===== config.mk =====
export PLATFORM = sky130hd
export DESIGN_NAME = smbus_address_por_defaults
export DESIGN_NICKNAME = d
export VERILOG_FILES = /design/src/pkg/smbus_addr_pkg.sv /design/src/core/pin_sync.sv /design/src/core/addr_select_latch.sv /design/src/core/smbus_address_por_defaults.sv
export VERILOG_INCLUDE_DIRS = /design/src /design/src/pkg
export SDC_FILE = /design/constraint.sdc
export NUM_CORES = 1
export LEC_CHECK = 0
export BUFFER_PORTS_ARGS = -buffer_cell sky130_fd_sc_hd__buf_2
export CORE_MARGIN = 2
export CORE_UTILIZATION = 50
export DETAILED_ROUTE_END_ITERATION = 10
export GPL_ROUTABILITY_DRIVEN = 0
export PLACE_DENSITY_LB_ADDON = 0.12
export SLEW_MARGIN = 40
export SYNTH_ARGS = -nofsm -noshare
export SYNTH_HDL_FRONTEND = slang
export SYNTH_SLANG_ARGS = --single-unit

===== constraint.sdc =====
create_clock -name core_clk_i -period 5.1 [get_ports core_clk_i]
set_input_delay 1.53 -clock core_clk_i [delete_from_list [all_inputs] [get_ports core_clk_i]]
set_output_delay 1.53 -clock core_clk_i [all_outputs]
set_load 0.005 [all_outputs]

===== src/pkg/smbus_addr_defines.svh =====
`ifndef SMBUS_ADDR_DEFINES_SVH
`define SMBUS_ADDR_DEFINES_SVH

`define ADDR_SEL_LOW      7'h4C
`define ADDR_SEL_HIGH     7'h4E
`define ADDR_SEL_FLOAT    7'h4D
`define ALERT_RESP_ADDR   7'h0C
`define CONV_RATE_POR     8'h08
`define CMD_PTR_POR       8'h00
`define CONFIG_POR        8'h20
`define JTYPE_BIT         5
`define HIGH_LIMIT_POR    8'h46
`define LOW_LIMIT_POR     8'hC9
`define HYST_POR          8'h0A
`define CLK_PERIOD_NS     4
`define BUS_FREE_NS       4700
`define BUS_FREE_CYC      ((`BUS_FREE_NS + `CLK_PERIOD_NS - 1) / `CLK_PERIOD_NS)

`endif


===== src/pkg/smbus_addr_pkg.sv =====
package smbus_addr_pkg;

    typedef enum logic [1:0] {
        SEL_LOW   = 2'b00,
        SEL_HIGH  = 2'b01,
        SEL_FLOAT = 2'b10
    } addr_sel_t;

    typedef struct packed {
        logic [7:0] high_temp_limit;
        logic [7:0] low_temp_limit;
        logic [7:0] hysteresis;
        logic [7:0] config_byte;
        logic [7:0] conv_rate;
        logic [7:0] cmd_ptr;
    } por_regs_t;

    typedef enum logic [2:0] {
        ST_IDLE  = 3'b000,
        ST_ADDR  = 3'b001,
        ST_AACK  = 3'b010,
        ST_SEND  = 3'b011,
        ST_MACK  = 3'b100,
        ST_SKIP  = 3'b101
    } link_state_t;

endpackage


===== src/core/pin_sync.sv =====
`timescale 1ns/100ps
module pin_sync (
    input  wire logic core_clk_i,
    input  wire logic rst_i,
    input  wire logic pin_i,
    output logic      pin_o
);
    logic meta_q;

    // first stage feeds only the second
    always_ff @(posedge core_clk_i or posedge rst_i) begin
        if (rst_i) begin
            meta_q <= 1'b1;
            pin_o  <= 1'b1;
        end else begin
            meta_q <= pin_i;
            pin_o  <= meta_q;
        end
    end
endmodule


===== src/core/addr_select_latch.sv =====
`timescale 1ns/100ps
`include "smbus_addr_defines.svh"
module addr_select_latch
    import smbus_addr_pkg::*;
(
    input  wire logic       core_clk_i,
    input  wire logic       rst_i,
    input  wire logic       por_i,
    input  wire logic       has_select_i,
    input  wire addr_sel_t  sel_i,
    output logic [6:0]      target_addr_o
);
    function automatic logic [6:0] decode_sel(input addr_sel_t s);
        unique case (s)
            SEL_LOW:   decode_sel = `ADDR_SEL_LOW;
            SEL_HIGH:  decode_sel = `ADDR_SEL_HIGH;
            SEL_FLOAT: decode_sel = `ADDR_SEL_FLOAT;
            default:   decode_sel = `ADDR_SEL_LOW;
        endcase
    endfunction

    // select pin only looked at while power-on reset holds
    always_ff @(posedge core_clk_i or posedge rst_i) begin
        if (rst_i) begin
            target_addr_o <= `ADDR_SEL_LOW;
        end else if (por_i) begin
            target_addr_o <= has_select_i ? decode_sel(sel_i) : `ADDR_SEL_LOW;
        end
    end
endmodule


===== src/core/smbus_address_por_defaults.sv =====
`timescale 1ns/100ps
`include "smbus_addr_defines.svh"
// Functional notes
// - parts without select pin answer only address 1001100 and the alert address.
// - select pin low, high, floating gives 1001100, 1001110, 1001101.
// - select pin sampled only during power-on reset, then held latched.
// - acknowledge reads to alert response address 0001100 too; this block acks them only while an alert is pending.
// - alert response byte is latched address in bits 7..1, bit 0 one.
// - supply dropout clears volatile registers back to power-up defaults.
// - no conversion may start while undervoltage lockout is active.
// - after power-up convert freely at 16 Hz in legacy resolution.
// - high and low temperature limits load fixed defaults at power-up.
// - interrupt latch cleared at power-up so alert starts released.
// - command pointer is 00h at power-up for quick receive byte.
// - hysteresis starts at 10 degrees.
// - junction type select starts at substrate PNP.
// - junction type select lives in configuration bit 5, one is PNP.
// - conversion-rate register resets to 08h, meaning 16 Hz.
module smbus_address_por_defaults
    import smbus_addr_pkg::*;
(
    input  wire logic       core_clk_i,
    input  wire logic       rst_i,
    input  wire logic       por_i,
    input  wire logic       uvlo_i,
    input  wire logic       has_select_i,
    input  wire addr_sel_t  addr_sel_i,
    input  wire logic       alert_event_i,
    input  wire logic       conv_req_i,
    input  wire logic       scl_i,
    input  wire logic       sda_i,
    output logic            sda_o,
    output logic            sda_oe_o,
    output logic            alert_n_o,
    output logic            conv_start_o,
    output logic            extended_res_o,
    output logic [6:0]      target_addr_o,
    output por_regs_t       regs_o
);
    logic       scl_s;
    logic       sda_s;
    logic       scl_prev_q;
    logic       sda_prev_q;
    logic [6:0] addr_w;
    logic       alert_pend_q;
    link_state_t state_q;
    logic [2:0] bit_cnt_q;
    logic [7:0] shift_q;
    logic       ara_hit;

    pin_sync u_scl_sync (
        .core_clk_i (core_clk_i),
        .rst_i      (rst_i),
        .pin_i      (scl_i),
        .pin_o      (scl_s)
    );

    pin_sync u_sda_sync (
        .core_clk_i (core_clk_i),
        .rst_i      (rst_i),
        .pin_i      (sda_i),
        .pin_o      (sda_s)
    );

    addr_select_latch u_addr (
        .core_clk_i    (core_clk_i),
        .rst_i         (rst_i),
        .por_i         (por_i),
        .has_select_i  (has_select_i),
        .sel_i         (addr_sel_i),
        .target_addr_o (addr_w)
    );

    always_ff @(posedge core_clk_i or posedge rst_i) begin
        if (rst_i) begin
            target_addr_o <= `ADDR_SEL_LOW;
        end else begin
            target_addr_o <= addr_w;
        end
    end

    always_ff @(posedge core_clk_i or posedge rst_i) begin
        if (rst_i) begin
            scl_prev_q <= 1'b1;
            sda_prev_q <= 1'b1;
        end else begin
            scl_prev_q <= scl_s;
            sda_prev_q <= sda_s;
        end
    end

    wire scl_rise = scl_s & ~scl_prev_q;
    wire scl_fall = ~scl_s & scl_prev_q;
    wire start_c  = scl_s & scl_prev_q & sda_prev_q & ~sda_s;
    wire stop_c   = scl_s & scl_prev_q & ~sda_prev_q & sda_s;

    // power-up register defaults; dropout reloads them all
    always_ff @(posedge core_clk_i or posedge rst_i) begin
        if (rst_i) begin
            regs_o.high_temp_limit <= `HIGH_LIMIT_POR;
            regs_o.low_temp_limit  <= `LOW_LIMIT_POR;
            regs_o.hysteresis      <= `HYST_POR;
            regs_o.config_byte     <= `CONFIG_POR;
            regs_o.conv_rate       <= `CONV_RATE_POR;
            regs_o.cmd_ptr         <= `CMD_PTR_POR;
        end else if (por_i) begin
            regs_o.high_temp_limit <= `HIGH_LIMIT_POR;
            regs_o.low_temp_limit  <= `LOW_LIMIT_POR;
            regs_o.hysteresis      <= `HYST_POR;
            regs_o.config_byte     <= `CONFIG_POR;
            regs_o.conv_rate       <= `CONV_RATE_POR;
            regs_o.cmd_ptr         <= `CMD_PTR_POR;
        end
    end

    // conversion starts follow the outside rate timer, gated by lockout
    always_ff @(posedge core_clk_i or posedge rst_i) begin
        if (rst_i) begin
            conv_start_o   <= 1'b0;
            extended_res_o <= 1'b0;
        end else begin
            conv_start_o   <= conv_req_i & ~uvlo_i & ~por_i;
            extended_res_o <= 1'b0;
        end
    end

    // event set wins over a clear by an alert response read
    always_ff @(posedge core_clk_i or posedge rst_i) begin
        if (rst_i) begin
            alert_pend_q <= 1'b0;
        end else if (por_i) begin
            alert_pend_q <= 1'b0;
        end else if (alert_event_i) begin
            alert_pend_q <= 1'b1;
        end else if (state_q == ST_MACK && scl_rise) begin
            alert_pend_q <= 1'b0;
        end
    end

    always_ff @(posedge core_clk_i or posedge rst_i) begin
        if (rst_i) begin
            alert_n_o <= 1'b1;
        end else begin
            alert_n_o <= ~(alert_pend_q & ~por_i);
        end
    end

    // only the alert response read is served here; own-address traffic goes to the register engine
    assign ara_hit = (shift_q[6:0] == `ALERT_RESP_ADDR) & sda_s & alert_pend_q;

    always_ff @(posedge core_clk_i or posedge rst_i) begin
        if (rst_i) begin
            state_q   <= ST_IDLE;
            bit_cnt_q <= 3'h0;
            shift_q   <= 8'h00;
            sda_o     <= 1'b0;
            sda_oe_o  <= 1'b0;
        end else if (por_i || stop_c) begin
            state_q  <= ST_IDLE;
            sda_oe_o <= 1'b0;
        end else if (start_c) begin
            state_q   <= ST_ADDR;
            bit_cnt_q <= 3'h0;
            sda_oe_o  <= 1'b0;
        end else begin
            unique case (state_q)
                ST_IDLE: ;
                ST_ADDR: begin
                    if (scl_rise) begin
                        bit_cnt_q <= bit_cnt_q + 3'h1;
                        if (bit_cnt_q == 3'h7) begin
                            state_q <= ara_hit ? ST_AACK : ST_SKIP;
                        end else begin
                            shift_q <= {shift_q[6:0], sda_s};
                        end
                    end
                end
                ST_AACK: begin
                    if (scl_fall) begin
                        sda_o    <= 1'b0;
                        sda_oe_o <= ~sda_oe_o;
                        if (sda_oe_o) begin
                            state_q <= ST_SEND;
                            shift_q <= {target_addr_o, 1'b1};
                            sda_o   <= target_addr_o[6];
                            sda_oe_o <= 1'b1;
                        end
                    end
                end
                ST_SEND: begin
                    if (scl_fall) begin
                        bit_cnt_q <= bit_cnt_q + 3'h1;
                        if (bit_cnt_q == 3'h7) begin
                            state_q  <= ST_MACK;
                            sda_oe_o <= 1'b0;
                        end else begin
                            shift_q <= {shift_q[6:0], 1'b0};
                            sda_o   <= shift_q[6];
                        end
                    end
                end
                ST_MACK: begin
                    if (scl_rise) begin
                        state_q <= ST_SKIP;
                    end
                end
                ST_SKIP: ;
                default: state_q <= ST_IDLE;
            endcase
        end
    end
endmodule


# Word level (Yosys, flattened, before mapping)
# Cells that the tools add are included.
# W data, S select, Z words.
# totals
register_bits,38
out_inout_bits,60
word_cells,117
# op_classes
addsub,1
n_eq_ne,25
muxes,39
bitwise,22
n_reduce_logical,14
# op_table
op,count
$mux W7,6
$mux W3,13
$ne A4 B4 Y1 const B,6
$pmux W7 S3,1
$pmux W3 S5,1
$mux W1,13
$and A1 B1 Y1,12
$ne A2 B2 Y1 const B,6
$not A1 Y1,10
$eq A3 B3 Y1 const B,3
$reduce_and A9 Y1,1
$reduce_bool A3 Y1,3
$reduce_and A4 Y1,2
$reduce_and A8 Y1,1
$eq A7 B4 Y1 const B,1
$eq A3 B2 Y1 const B,2
$ne A3 B3 Y1 const B,2
$pmux W3 S2,1
$reduce_and A6 Y1,1
$ne A4 B3 Y1 const B,1
$pmux W1 S2,2
$pmux W2 S2,1
$reduce_bool A4 Y1,1
$add A3 B1 Y3 const B,1
10 further kinds,10

# Logic depth before layout (Yosys ltp)
# Gate-level depths: netlist (run 1).
# depth
word_depth,9
mapped_depth,8

# By module
# From an unflattened synthesis (run 1), not the netlist that was laid out.
# unflattened
cells_unflattened,188
hier_area_um2,1945.6
# by_module_without_submodules
module,instances,cells_per_inst,area_per_inst_um2,seq_area_each_um2
smbus_address_por_defaults,1,166,1699.1,683.2
addr_select_latch,1,16,133.9,50.0
pin_sync,2,3,56.3,52.6

# Least setup slack after synthesis (run 1)
# OpenSTA, ideal clock, no wires.
# synth_path
path_type,input-to-reg
startpoint,in por_i
endpoint,reg shift_q[3]
arrival_time_ps,2217
required_ps,5027
setup_slack_ps,2809
cell_stages,5
n_path_buf,1
cell_sequence,a31o_2 -> a21oi_4 -> buf_6 -> nor2_1 -> a21oi_2
# synth_via
elab_chain_len,3
# synth_lines
item,line_no,text
"start, declared",smbus_address_por_defaults.sv:24,"input wire logic por_i,"
$logic_or A1 B1 Y1,smbus_address_por_defaults.sv:158,end else if (por_i || stop_c) begin
$not A1 Y1 (no source line),--,
$reduce_and A9 Y1 (no source line),--,
"end signal, assigned",smbus_address_por_defaults.sv:174,"shift_q <= {shift_q[6:0], sda_s};"
"end signal, assigned",smbus_address_por_defaults.sv:184,"shift_q <= {target_addr_o, 1'b1};"
"end signal, assigned",smbus_address_por_defaults.sv:197,"shift_q <= {shift_q[6:0], 1'b0};"
"end, declared",smbus_address_por_defaults.sv:48,logic [7:0] shift_q;
# Every way passes these cells.
# A chain may end at the register's enable or synchronous reset.

# Final worst setup path (run 1)
# layout_path
startpoint,reg alert_n_o
endpoint,out alert_n_o
# layout_lines
item,line_no,text
"start, declared",smbus_address_por_defaults.sv:34,"output logic alert_n_o,"
"start signal, assigned",smbus_address_por_defaults.sv:144,alert_n_o <= ~(alert_pend_q & ~por_i);
# No word-level cell between the ends.

==> results of run 1 <==
power by group through the flow:
stage          Sequential, W  Clock, W  Combinational (W)
3_3_place_gp        0.000278         0          0.0000666
3_5_place_dp        0.000279         0          0.0000699
2_1_floorplan       0.000272         0          0.0000869
6_report            0.000275  0.000107          0.0000699
4_1_cts             0.000275  0.000110          0.0000702
5_1_grt             0.000279  0.000118          0.0000826
path summary, 6_finish.rpt:
check | cells past startpoint | slack (ps) | to | startpoint
max reg2reg | 5 | 3030 | shift_q[0] | u_scl_sync.pin_o
min reg2reg | 0 | 370 | u_sda_sync.pin_o | u_sda_sync.meta_q
max in group asynchronous | 2 | 3490 | alert_n_o | rst_i
min | 0 | 370 | u_sda_sync.pin_o | u_sda_sync.meta_q
max | 1 | 2610 | alert_n_o | alert_n_o
min in group asynchronous | 2 | 1240 | shift_q[1] | rst_i
layout make-up:
class                      instances  area [um^2]
fill                             334         1663
multi-input combinational        143        790.8
sequential                        28        709.4
timing repair buffer              16        80.08
tap                               46        57.56
clock buffer                       4        36.28
inverter                           7        26.28
cells by family (layout without fill, tap and decap cells):
family	count (synthesis)	in the layout	synth area share, %
AO/OA/AOI/OAI	36	36	14.00
XOR/XNOR	1	1	0.4976
adder cells (fa/ha/maj)	2	2	1.421
buffers and inverters	65	27	25.87
flip-flops	28	28	40.30
multiplexers	4	4	2.345
other	2	54	0.4266
AND/OR/NAND/NOR	46	46	15.14
metal layers:
layer	wire length, um	GRT usage [%]	up-vias
met5	0	0	-
met4	19	2.446	0
met3	153	3.750	4
met2	1479	26.45	46
met1	1203	18.20	564
li1	-	-	543
cells in the final DEF (no fill, tap or decap), types with 2 or more instances in the layout:
cell       n
nand3_1    2
a31oi_1    2
nor2_1    15
nand3b_1   3
clkbuf_4   3
buf_2     16
conb_1    54
nor2b_1    6
dfrtp_1   21
a21oi_2    3
a21o_1     3
mux2i_1    3
nand4b_1   3
dfstp_2    7
a21oi_1    9
nand2b_1   5
inv_1      6
o21ai_0    8
ha_1       2
nor3b_1    2
nand2_1    4
a311oi_1   2
flip-flops by register name, indices dropped and copies added (netlist names), 2 cells and up:
name and flops:
target_addr_o 2, u_addr.target_addr_o 2, state_q 3, shift_q 7
bit_cnt_q 3
stage by stage:
stage | instance area, um^2 | setup slack, ps
global route | 1700 | 2537
global placement | 1664 | 2498
floorplan | 1956 | 2809
detailed placement | 1664 | 2431
finish | 1700 | 2612
CTS | 1700 | 2593
==> flow_summary_export.csv, run 1 <==
group,metric,value,unit
sta,setup-tns-final,0,ps
cts,cts_buffer_depth,2,
cts,cts_resized,0,
die,fp.dieW,63.34,um
worst_setup_path,max_stage_delay,540,ps
sta,maxSlewViolCount,0,
detailed_routing,drtIter0Drc,21,
synth,ys_ff_latch,28,
worst_setup_path,cp_max_fo,1,
detailed_routing,firstDrtPassIters,5,
power,internal_power,0.0003248,W
cts,clock-sinks,28,
worst_setup_path,critical_path.top_delay_family,"flip-flops",
worst_setup_path,critPathKind,"flip-flop to primary output",
power,vdd_drop_max,199.6,uV
detailed_routing,routedWlPerCell,11.70,um
synth,synth_common_cells,"buf_4 (54), dfrtp_1 (21), nor2_1 (15), a21oi_1 (9), o21ai_0 (8)",
cts,postCtsHoldBufs,0,
power,cellPowerDensity,265.8,nW/um^2
worst_setup_path,worstPathArrival,960,ps
synth,syn_area_per_cell,9.568,um^2
cts,cts_tree,"built",
global_route,antenna_found_initial,0,
detailed_routing,viasPerCell,4.742,
sta,skew,4.903,ps
synth,ys.flop_type,"dfrtp_1",
final_layout,n_antenna_cell,0,
worst_setup_path,cp-end-kind,"primary output",
sta,whs,367.1,ps
power,combPwrFrac,15.5,%
cts,clk_pin_slew_worst_paths,140,ps
die,die-area,4011,um^2
worst_setup_path,cp.required,3570,ps
power,power,0.0004520,W
global_route,grt.overflow.total,0,
die,die_h,63.34,um
worst_setup_path,cp_cell_sequence,"buf_2",
global_route,grt_util_all_layers,14.80,%
synth,synth_seq_area_share,40.30,%
synth,yosysTopAreaCell,"dfrtp_1",
synth,ys_top_cells_by_area,"dfrtp_1 (30%), buf_4 (23%), dfstp_2 (10%)",
placement,io_buffers,16,
power,power_switching,0.0001272,W
synth,async_flop_share,100.0,%
detailed_routing,vias,1157,
synth,syn_inst,184,
synth,synth-warning-count,0,
sta,rsz0062_at_grt,"no",
placement,dp.cells,240,
worst_hold_path,min_path_type,"flip-flop to flip-flop",
die,core,3363,um^2
worst_setup_path,cp.buffers_inverters,1,
detailed_routing,ant_nets,0,
sta,relSlewSlack,62.21,%
power,p_leak,0.8156,nW
placement,hpwl,2.179,mm
sta,setup_viol,0,
final_layout,instances_no_fill,244,
outcome,outcome,"finished, final reports clean",
cts,postCtsSetupRepairBufs,0,
sta,worst_pin_slew,566.0,ps
global_route,grt_pass1_wl,4.754,mm
sta,fin_crit_sh,48.79,%
synth,synth-edff-count,0,
synth,synth_cell_type_count,41,
power,seqPwrFrac,60.8,%
flow_run,cap_violations,0,
worst_setup_path,startpoint_type,"flip-flop",
synth,synth.top_cell.area_share,29.85,%
die,rows,21,
final_layout,synthToLayoutAreaGrowth,-3.412,%
power,p_sw_share,28.13,%
detailed_routing,routed_wl,2.856,mm
sta,hold_viol,0,
final_layout,final_util,50.56,%
cts,root_buffer,"clkbuf_4",
global_route,grt_pass1_vias,1066,
synth,synthesis.area,1760,um^2
detailed_routing,route.detailed.drc,0,
worst_setup_path,crit_slowest_cell,"dfstp_2",
power,clkPwrFrac,23.7,%
cts,htree_levels,1,
synth,post-synth-top-count-cell,"buf_4",
global_route,grt_max_degree,29,
sta,post-route-min-period,2488,ps
sta,fmax,401.9,MHz
cts,cts_buffers,3,
die,start_util,52.34,%
final_layout,nets,212,
cts,clkLatencyLatePin,320,ps
die,ios,71,
final_layout,drive_above_1_share,18.69,%
Note: power is estimated with default switching activity, not from simulation.
==> run 2, diff against run 1 <==
Settings changed: CORE_UTILIZATION 50 to 48.
Clock period 5.1 ns to 2.6 ns, I/O delays scaled along.
==> run 2 against run 1 <==
Combinational power is 99% higher. Clock power grew 150%. Final area up 2.1%. Worst setup slack worse by 2100 ps. Core utilization shrank 2.4 points. Die area up 3.9%. Final cell count rose by 1.6%. Clock skew shrank 0.70 ps. Sequential power grew 97%. Largest cell class unchanged. Largest power group unchanged. Highest routed layer unchanged.
==> flow_summary_export.csv, run 2 (synthesized netlist as in run 1, its figures left out) <==
group,metric,value,unit
outcome,outcome,"finished, final reports clean",
worst_setup_path,cp.buffers_inverters,0,
detailed_routing,dr_wl_met2,1.360,mm
cts,postCtsSetupRepairBufs,0,
cts,cts_resized,0,
power,p_sw_share,27.07,%
final_layout,final_cell_mix,"conb_1 (54), dfrtp_1 (21), buf_2 (16), nor2_1 (15), a21oi_1 (9)",
power,vdd_drop_max,314.9,uV
sta,skew,4.202,ps
final_layout,final_common_cell,"conb_1",
detailed_routing,drtIter0Drc,26,
detailed_routing,route.detailed.drc,0,
cts,clk_pin_slew_worst_paths,90,ps
global_route,grt.overflow.total,0,
cts,clock-sinks,28,
final_layout,reg_top3,"shift_q x7, bit_cnt_q x3, state_q x3",
placement,io_buffers,16,
power,power,0.0009431,W
placement,dp.cells,244,
sta,worst_pin_slew,607.0,ps
final_layout,nets,214,
die,die_h,64.56,um
flow_run,cap_violations,0,
detailed_routing,firstDrtPassIters,4,
sta,maxSlewViolCount,0,
cts,clkLatencyLatePin,270,ps
sta,setup-tns-final,0,ps
global_route,grt_pass1_wl,4.436,mm
sta,fmax,487.7,MHz
cts,postCtsHoldBufs,0,
worst_setup_path,critical_path.top_delay_family,"simple AND/OR/NAND/NOR gates",
power,seqPwrFrac,57.3,%
final_layout,drive_above_1_share,19.00,%
cts,cts_tree,"built",
sta,post-route-min-period,2050,ps
detailed_routing,ant_nets,0,
placement,hpwl,2.087,mm
die,die-area,4168,um^2
global_route,grt_pass1_vias,947,
worst_setup_path,cp.required,2790,ps
worst_setup_path,worstPathArrival,2240,ps
sta,relSlewSlack,59.39,%
global_route,grt_max_degree,16,
die,rows,22,
worst_setup_path,crit_slowest_cell,"dfstp_2",
final_layout,instances_no_fill,248,
cts,cts_buffers,3,
final_layout,n_antenna_cell,0,
power,clkPwrFrac,28.0,%
detailed_routing,routed_wl,2.731,mm
cts,htree_levels,1,
final_layout,final_util,48.16,%
final_layout,regArea,709.4,um^2
worst_setup_path,max_stage_delay,600,ps
detailed_routing,viasPerCell,4.556,
power,p_leak,0.8347,nW
cts,root_buffer,"clkbuf_8",
sta,hold_viol,0,
worst_setup_path,cp_max_fo,14,
worst_setup_path,cp-end-kind,"flip-flop",
final_layout,synthToLayoutAreaGrowth,-1.350,%
worst_setup_path,cp_cell_sequence,"or3b_4, or3_4, a21oi_4, o211ai_1, o21ai_0",
sta,fin_crit_sh,78.86,%
global_route,grt_util_all_layers,13.90,%
detailed_routing,wl_met1,1.207,mm
detailed_routing,routedWlPerCell,11.01,um
final_layout,multiInputGateArea,790.8,um^2
power,internal_power,0.0006878,W
die,core,3606,um^2
worst_setup_path,startpoint_type,"flip-flop",
sta,rsz0062_at_grt,"no",
power,combPwrFrac,14.7,%
final_layout,num-fill-cells,359,
worst_setup_path,critPathKind,"flip-flop to flip-flop",
sta,fin_ws,549.5,ps
placement,pre_cts_ws,552.6,ps
die,ios,71,
power,cellPowerDensity,543.1,nW/um^2
final_layout,top_register,"shift_q",
sta,setup_viol,0,
detailed_routing,top_layer,"met4",
detailed_routing,vias,1130,
power,power_switching,0.0002553,W
detailed_routing,wl_met3,132,um
worst_hold_path,min_path_type,"flip-flop to flip-flop",
die,fp.dieW,64.56,um
die,start_util,48.82,%
final_layout,largest_reg_flops,7,
cts,cts_buffer_depth,2,
global_route,antenna_found_initial,0,
-- run 2: cell types whose count changed in the layout (fill, tap and decap cells not counted), sizes merged --
cell / before / now
buf: 16 / 18
-- run 2: layout make-up --
| cell class | instances | area share (%) |
|---|---|---|
| repair buffers | 18 | 5.475 |
| multi-input cells | 143 | 45.53 |
| flip-flops and latches | 28 | 40.85 |
| inverters | 7 | 1.513 |
| clock buffers | 4 | 3.170 |
| well taps | 48 | 3.458 |
-- run 2: per-layer routing --
layer  up-vias  track usage [%]
li1        546                -
met1       537            17.68
met2        42            23.31
met3         5            3.646
met4         0            3.989
met5         -                0
-- run 2: stage by stage --
| step | hold slack [ps] | instance area, um^2 |
|---|---|---|
| after floorplan | 345.2 | 1956 |
| after global placement | 345.7 | 1682 |
| after detailed placement | 347.3 | 1682 |
| after CTS | 361.2 | 1737 |
| after global routing | 368.4 | 1737 |
| final | 358.4 | 1737 |
-- run 2: path summary, 6_finish.rpt --
check / endpoint / slack [ps] / from / cells past startpoint
worst min-delay path: u_scl_sync.pin_o / 360 / u_scl_sync.meta_q / 0
max in group asynchronous: alert_n_o / 1430 / rst_i / 3
worst max register to register: shift_q[0] / 550 / u_scl_sync.pin_o / 5
min in group asynchronous: conv_start_o / 520 / rst_i / 2
worst min register to register: u_scl_sync.pin_o / 360 / u_scl_sync.meta_q / 0
worst max-delay path: shift_q[0] / 550 / u_scl_sync.pin_o / 5
-- run 2: power groups by stage --
stage / Combinational (W) / Sequential [W] / Clock (W)
6_report: 0.000139 / 0.000541 / 0.000264
3_3_place_gp: 0.000132 / 0.000546 / 0
5_1_grt: 0.000162 / 0.000551 / 0.000292
2_1_floorplan: 0.000170 / 0.000533 / 0
3_5_place_dp: 0.000139 / 0.000550 / 0
4_1_cts: 0.000139 / 0.000542 / 0.000278
-- run 2: worst reg2reg max path: stages (launching register included) --
cell and delay, ps:
dfstp_2 600, or3b_4 420, or3_4 350, a21oi_4 360
o211ai_1 140, o21ai_0 110
==> run 3, diff against run 2 <==
Settings changed: ABC_AREA set to 1, CORE_UTILIZATION 48 to 44.
Clock period 2.6 ns to 1.8 ns, I/O delays scaled along.
==> run 3 against run 2 <==
Worst setup slack got worse by 390 ps. Sequential cell count did not move. Die area grew 12%. Final cell count is 21% higher. Largest cell class unchanged. Count of clock-buffer cells in the layout down 1. Via count rose by 11%. Non-clock buffer count is 1 higher.
==> flow_summary_export.csv, run 3 <==
group,metric,value,unit
outcome,outcome,"finished, final reports clean",
sta,rsz0062_at_grt,"no",
global_route,grt_util_all_layers,13.51,%
synth,ys_ff_latch,28,
cts,cts_buffers,3,
final_layout,drive_above_1_share,19.52,%
global_route,antenna_found_initial,0,
worst_setup_path,critPathKind,"flip-flop to flip-flop",
worst_hold_path,min_path_type,"input port to asynchronous set/reset pin",
worst_setup_path,max_stage_delay,410,ps
final_layout,largest_reg_flops,7,
global_route,grt_pass1_wl,4.754,mm
synth,ys_top_cells_by_area,"dfrtp_1 (29%), buf_4 (22%), nand2_1 (13%)",
placement,hpwl,2.196,mm
cts,postCtsHoldBufs,0,
cts,root_buffer,"clkbuf_8",
worst_setup_path,cp.buffers_inverters,0,
synth,synth_seq_area_share,39.02,%
power,vdd_drop_max,484.5,uV
synth,synth.top_cell.area_share,28.91,%
synth,synth_cell_type_count,24,
sta,setup-tns-final,0,ps
power,combPwrFrac,21.6,%
power,seqPwrFrac,47.6,%
detailed_routing,routedWlPerCell,9.412,um
sta,hold_viol,0,
flow_run,cap_violations,0,
die,die_h,68.28,um
cts,clkLatencyLatePin,280,ps
worst_setup_path,crit_top_cell,"nand2_1",
die,ios,71,
worst_setup_path,crit_slowest_cell,"dfrtp_1",
cts,postCtsSetupRepairBufs,0,
worst_setup_path,critical_path.top_delay_family,"simple AND/OR/NAND/NOR gates",
synth,synth_common_cells,"nand2_1 (61), buf_4 (54), nand3_1 (23), dfrtp_1 (21), inv_1 (15)",
power,cellPowerDensity,896.3,nW/um^2
final_layout,nets,265,
sta,setup_viol,0,
global_route,grt_max_degree,29,
synth,ys.flop_type,"dfrtp_1",
power,power_switching,0.0004963,W
worst_setup_path,r2r_start,"bit_cnt_q[0]",
sta,post-route-min-period,1638,ps
cts,cts_tree,"built",
final_layout,top_register,"shift_q",
final_layout,n_antenna_cell,0,
worst_setup_path,cp-end-kind,"flip-flop",
detailed_routing,viasPerCell,4.153,
synth,synthesis.area,1818,um^2
sta,fmax,610.6,MHz
worst_setup_path,cp_max_fo,8,
detailed_routing,vias,1250,
sta,fin_crit_sh,90.98,%
global_route,grt_pass1_vias,1110,
worst_setup_path,startpoint_type,"flip-flop",
die,rows,23,
detailed_routing,ant_nets,0,
die,die-area,4662,um^2
detailed_routing,drtIter0Drc,105,
cts,cts_resized,0,
cts,htree_levels,1,
final_layout,reg_top3,"shift_q x7, bit_cnt_q x3, state_q x3",
power,p_sw_share,30.03,%
die,fp.dieW,68.28,um
detailed_routing,route.detailed.drc,0,
worst_setup_path,critPathLaunch,"bit_cnt_q[0]",
synth,syn_inst,230,
cts,cts_buffer_depth,2,
sta,skew,8.252,ps
final_layout,final_cell_mix,"nand2_1 (61), conb_1 (54), nand3_1 (23), dfrtp_1 (21), buf_2 (16)",
power,internal_power,0.001157,W
synth,syn_area_per_cell,7.904,um^2
power,p_leak,1.048,nW
sta,maxSlewViolCount,0,
cts,clock-sinks,28,
final_layout,synthToLayoutAreaGrowth,1.445,%
power,clkPwrFrac,30.8,%
detailed_routing,firstDrtPassIters,4,
die,core,4000,um^2
global_route,grt.overflow.total,0,
synth,synth-warning-count,0,
worst_setup_path,cp_cell_sequence,"ha_1, ha_1, nand2_1, nor3b_4, nand2_4, nand2_1, nand2_1",
synth,post-synth-top-count-cell,"nand2_1",
synth,yosysTopAreaCell,"dfrtp_1",
synth,synth-edff-count,0,
placement,io_buffers,16,
synth,async_flop_share,100.0,%
worst_setup_path,worstPathArrival,1820,ps
power,power,0.001653,W
die,start_util,45.45,%
final_layout,final_common_cell,"nand2_1",
detailed_routing,routed_wl,2.833,mm
final_layout,num-fill-cells,421,
cts,clk_pin_slew_worst_paths,100,ps
worst_setup_path,cp.required,1990,ps
[run 3: cell count changes after synthesis, moves of 3 or more]
cell / before / now
nand3_1: 2 / 23
inv_2: 0 / 5
nand2b_1: 5 / 0
nor2_2: 0 / 4
nand2_1: 4 / 61
nor2b_1: 6 / 0
a21oi_1: 9 / 2
a21oi_2: 3 / 0
nand4b_1: 3 / 0
a21o_1: 3 / 0
mux2i_1: 3 / 0
inv_1: 7 / 15
nor2_1: 15 / 11
[run 3: layout make-up]
| class | count | area [um^2] | area share (%) |
|---|---|---|---|
| clock buffer | 3 | 41.29 | 2.239 |
| clock inverter | 1 | 30.03 | 1.628 |
| inverter | 20 | 75.07 | 4.071 |
| multi-input combinational | 180 | 823.3 | 44.64 |
| sequential | 28 | 709.4 | 38.47 |
| tap | 50 | 62.56 | 3.392 |
| timing repair buffer | 19 | 102.6 | 5.563 |
[run 3: logic make-up after synthesis]
group / count (synthesis) / synth area share, %
adders and majority gates: 2 / 1.376
DFF: 28 / 39.02
other: 2 / 0.4131
buffers and inverters: 74 / 26.43
AOI/OAI and AO/OA: 11 / 3.166
and+or+nand+nor: 113 / 29.59
[run 3: stage by stage]
step	hold WS, ps	worst slack (ps)	cell area (um^2)	util [%]	instances
floorplan	345.2	319.8	2013	-	282
global placement	345.6	206.1	1773	44.32	297
detailed placement	347.6	166.7	1773	44.32	297
CTS	312.5	156.3	1844	46.11	301
global route	333.9	9.029	1844	46.11	301
finish	293.6	162.4	1844	46.11	301
[run 3: power groups by stage]
| stage | logic [W] | registers [W] | clock network, W |
|---|---|---|---|
| 6_report | 0.000358 | 0.000787 | 0.000508 |
| 5_1_grt | 0.000433 | 0.000799 | 0.000542 |
| 4_1_cts | 0.000362 | 0.000787 | 0.000520 |
| 3_5_place_dp | 0.000361 | 0.000798 | 0 |
| 3_3_place_gp | 0.000362 | 0.000799 | 0 |
| 2_1_floorplan | 0.000376 | 0.000782 | 0 |
[run 3: tightest hold or removal path, stage by stage]
cell	delay, ps
buf_2	90
inv_1	40
buf_4	320
[run 3: worst paths after layout]
kind	slack [ps]	end	cells past startpoint
worst max register to register	160	shift_q[4]	7
worst min-delay path	290	u_addr.target_addr_o[0]	3
worst max-delay path	160	shift_q[4]	7
max in group asynchronous	1200	u_scl_sync.meta_q	3
worst min register to register	360	u_scl_sync.pin_o	0
min in group core_clk_i	340	u_sda_sync.meta_q	1
[run 3: metal layers]
| layer | GRT usage (%) | vias up | part of all wire, % |
|---|---|---|---|
| li1 | - | 650 | - |
| met1 | 18.28 | 555 | 49 |
| met2 | 21.36 | 40 | 45 |
| met3 | 2.467 | 5 | 4.9 |
| met4 | 5.250 | 0 | 1.3 |
| met5 | 0 | - | 0 |
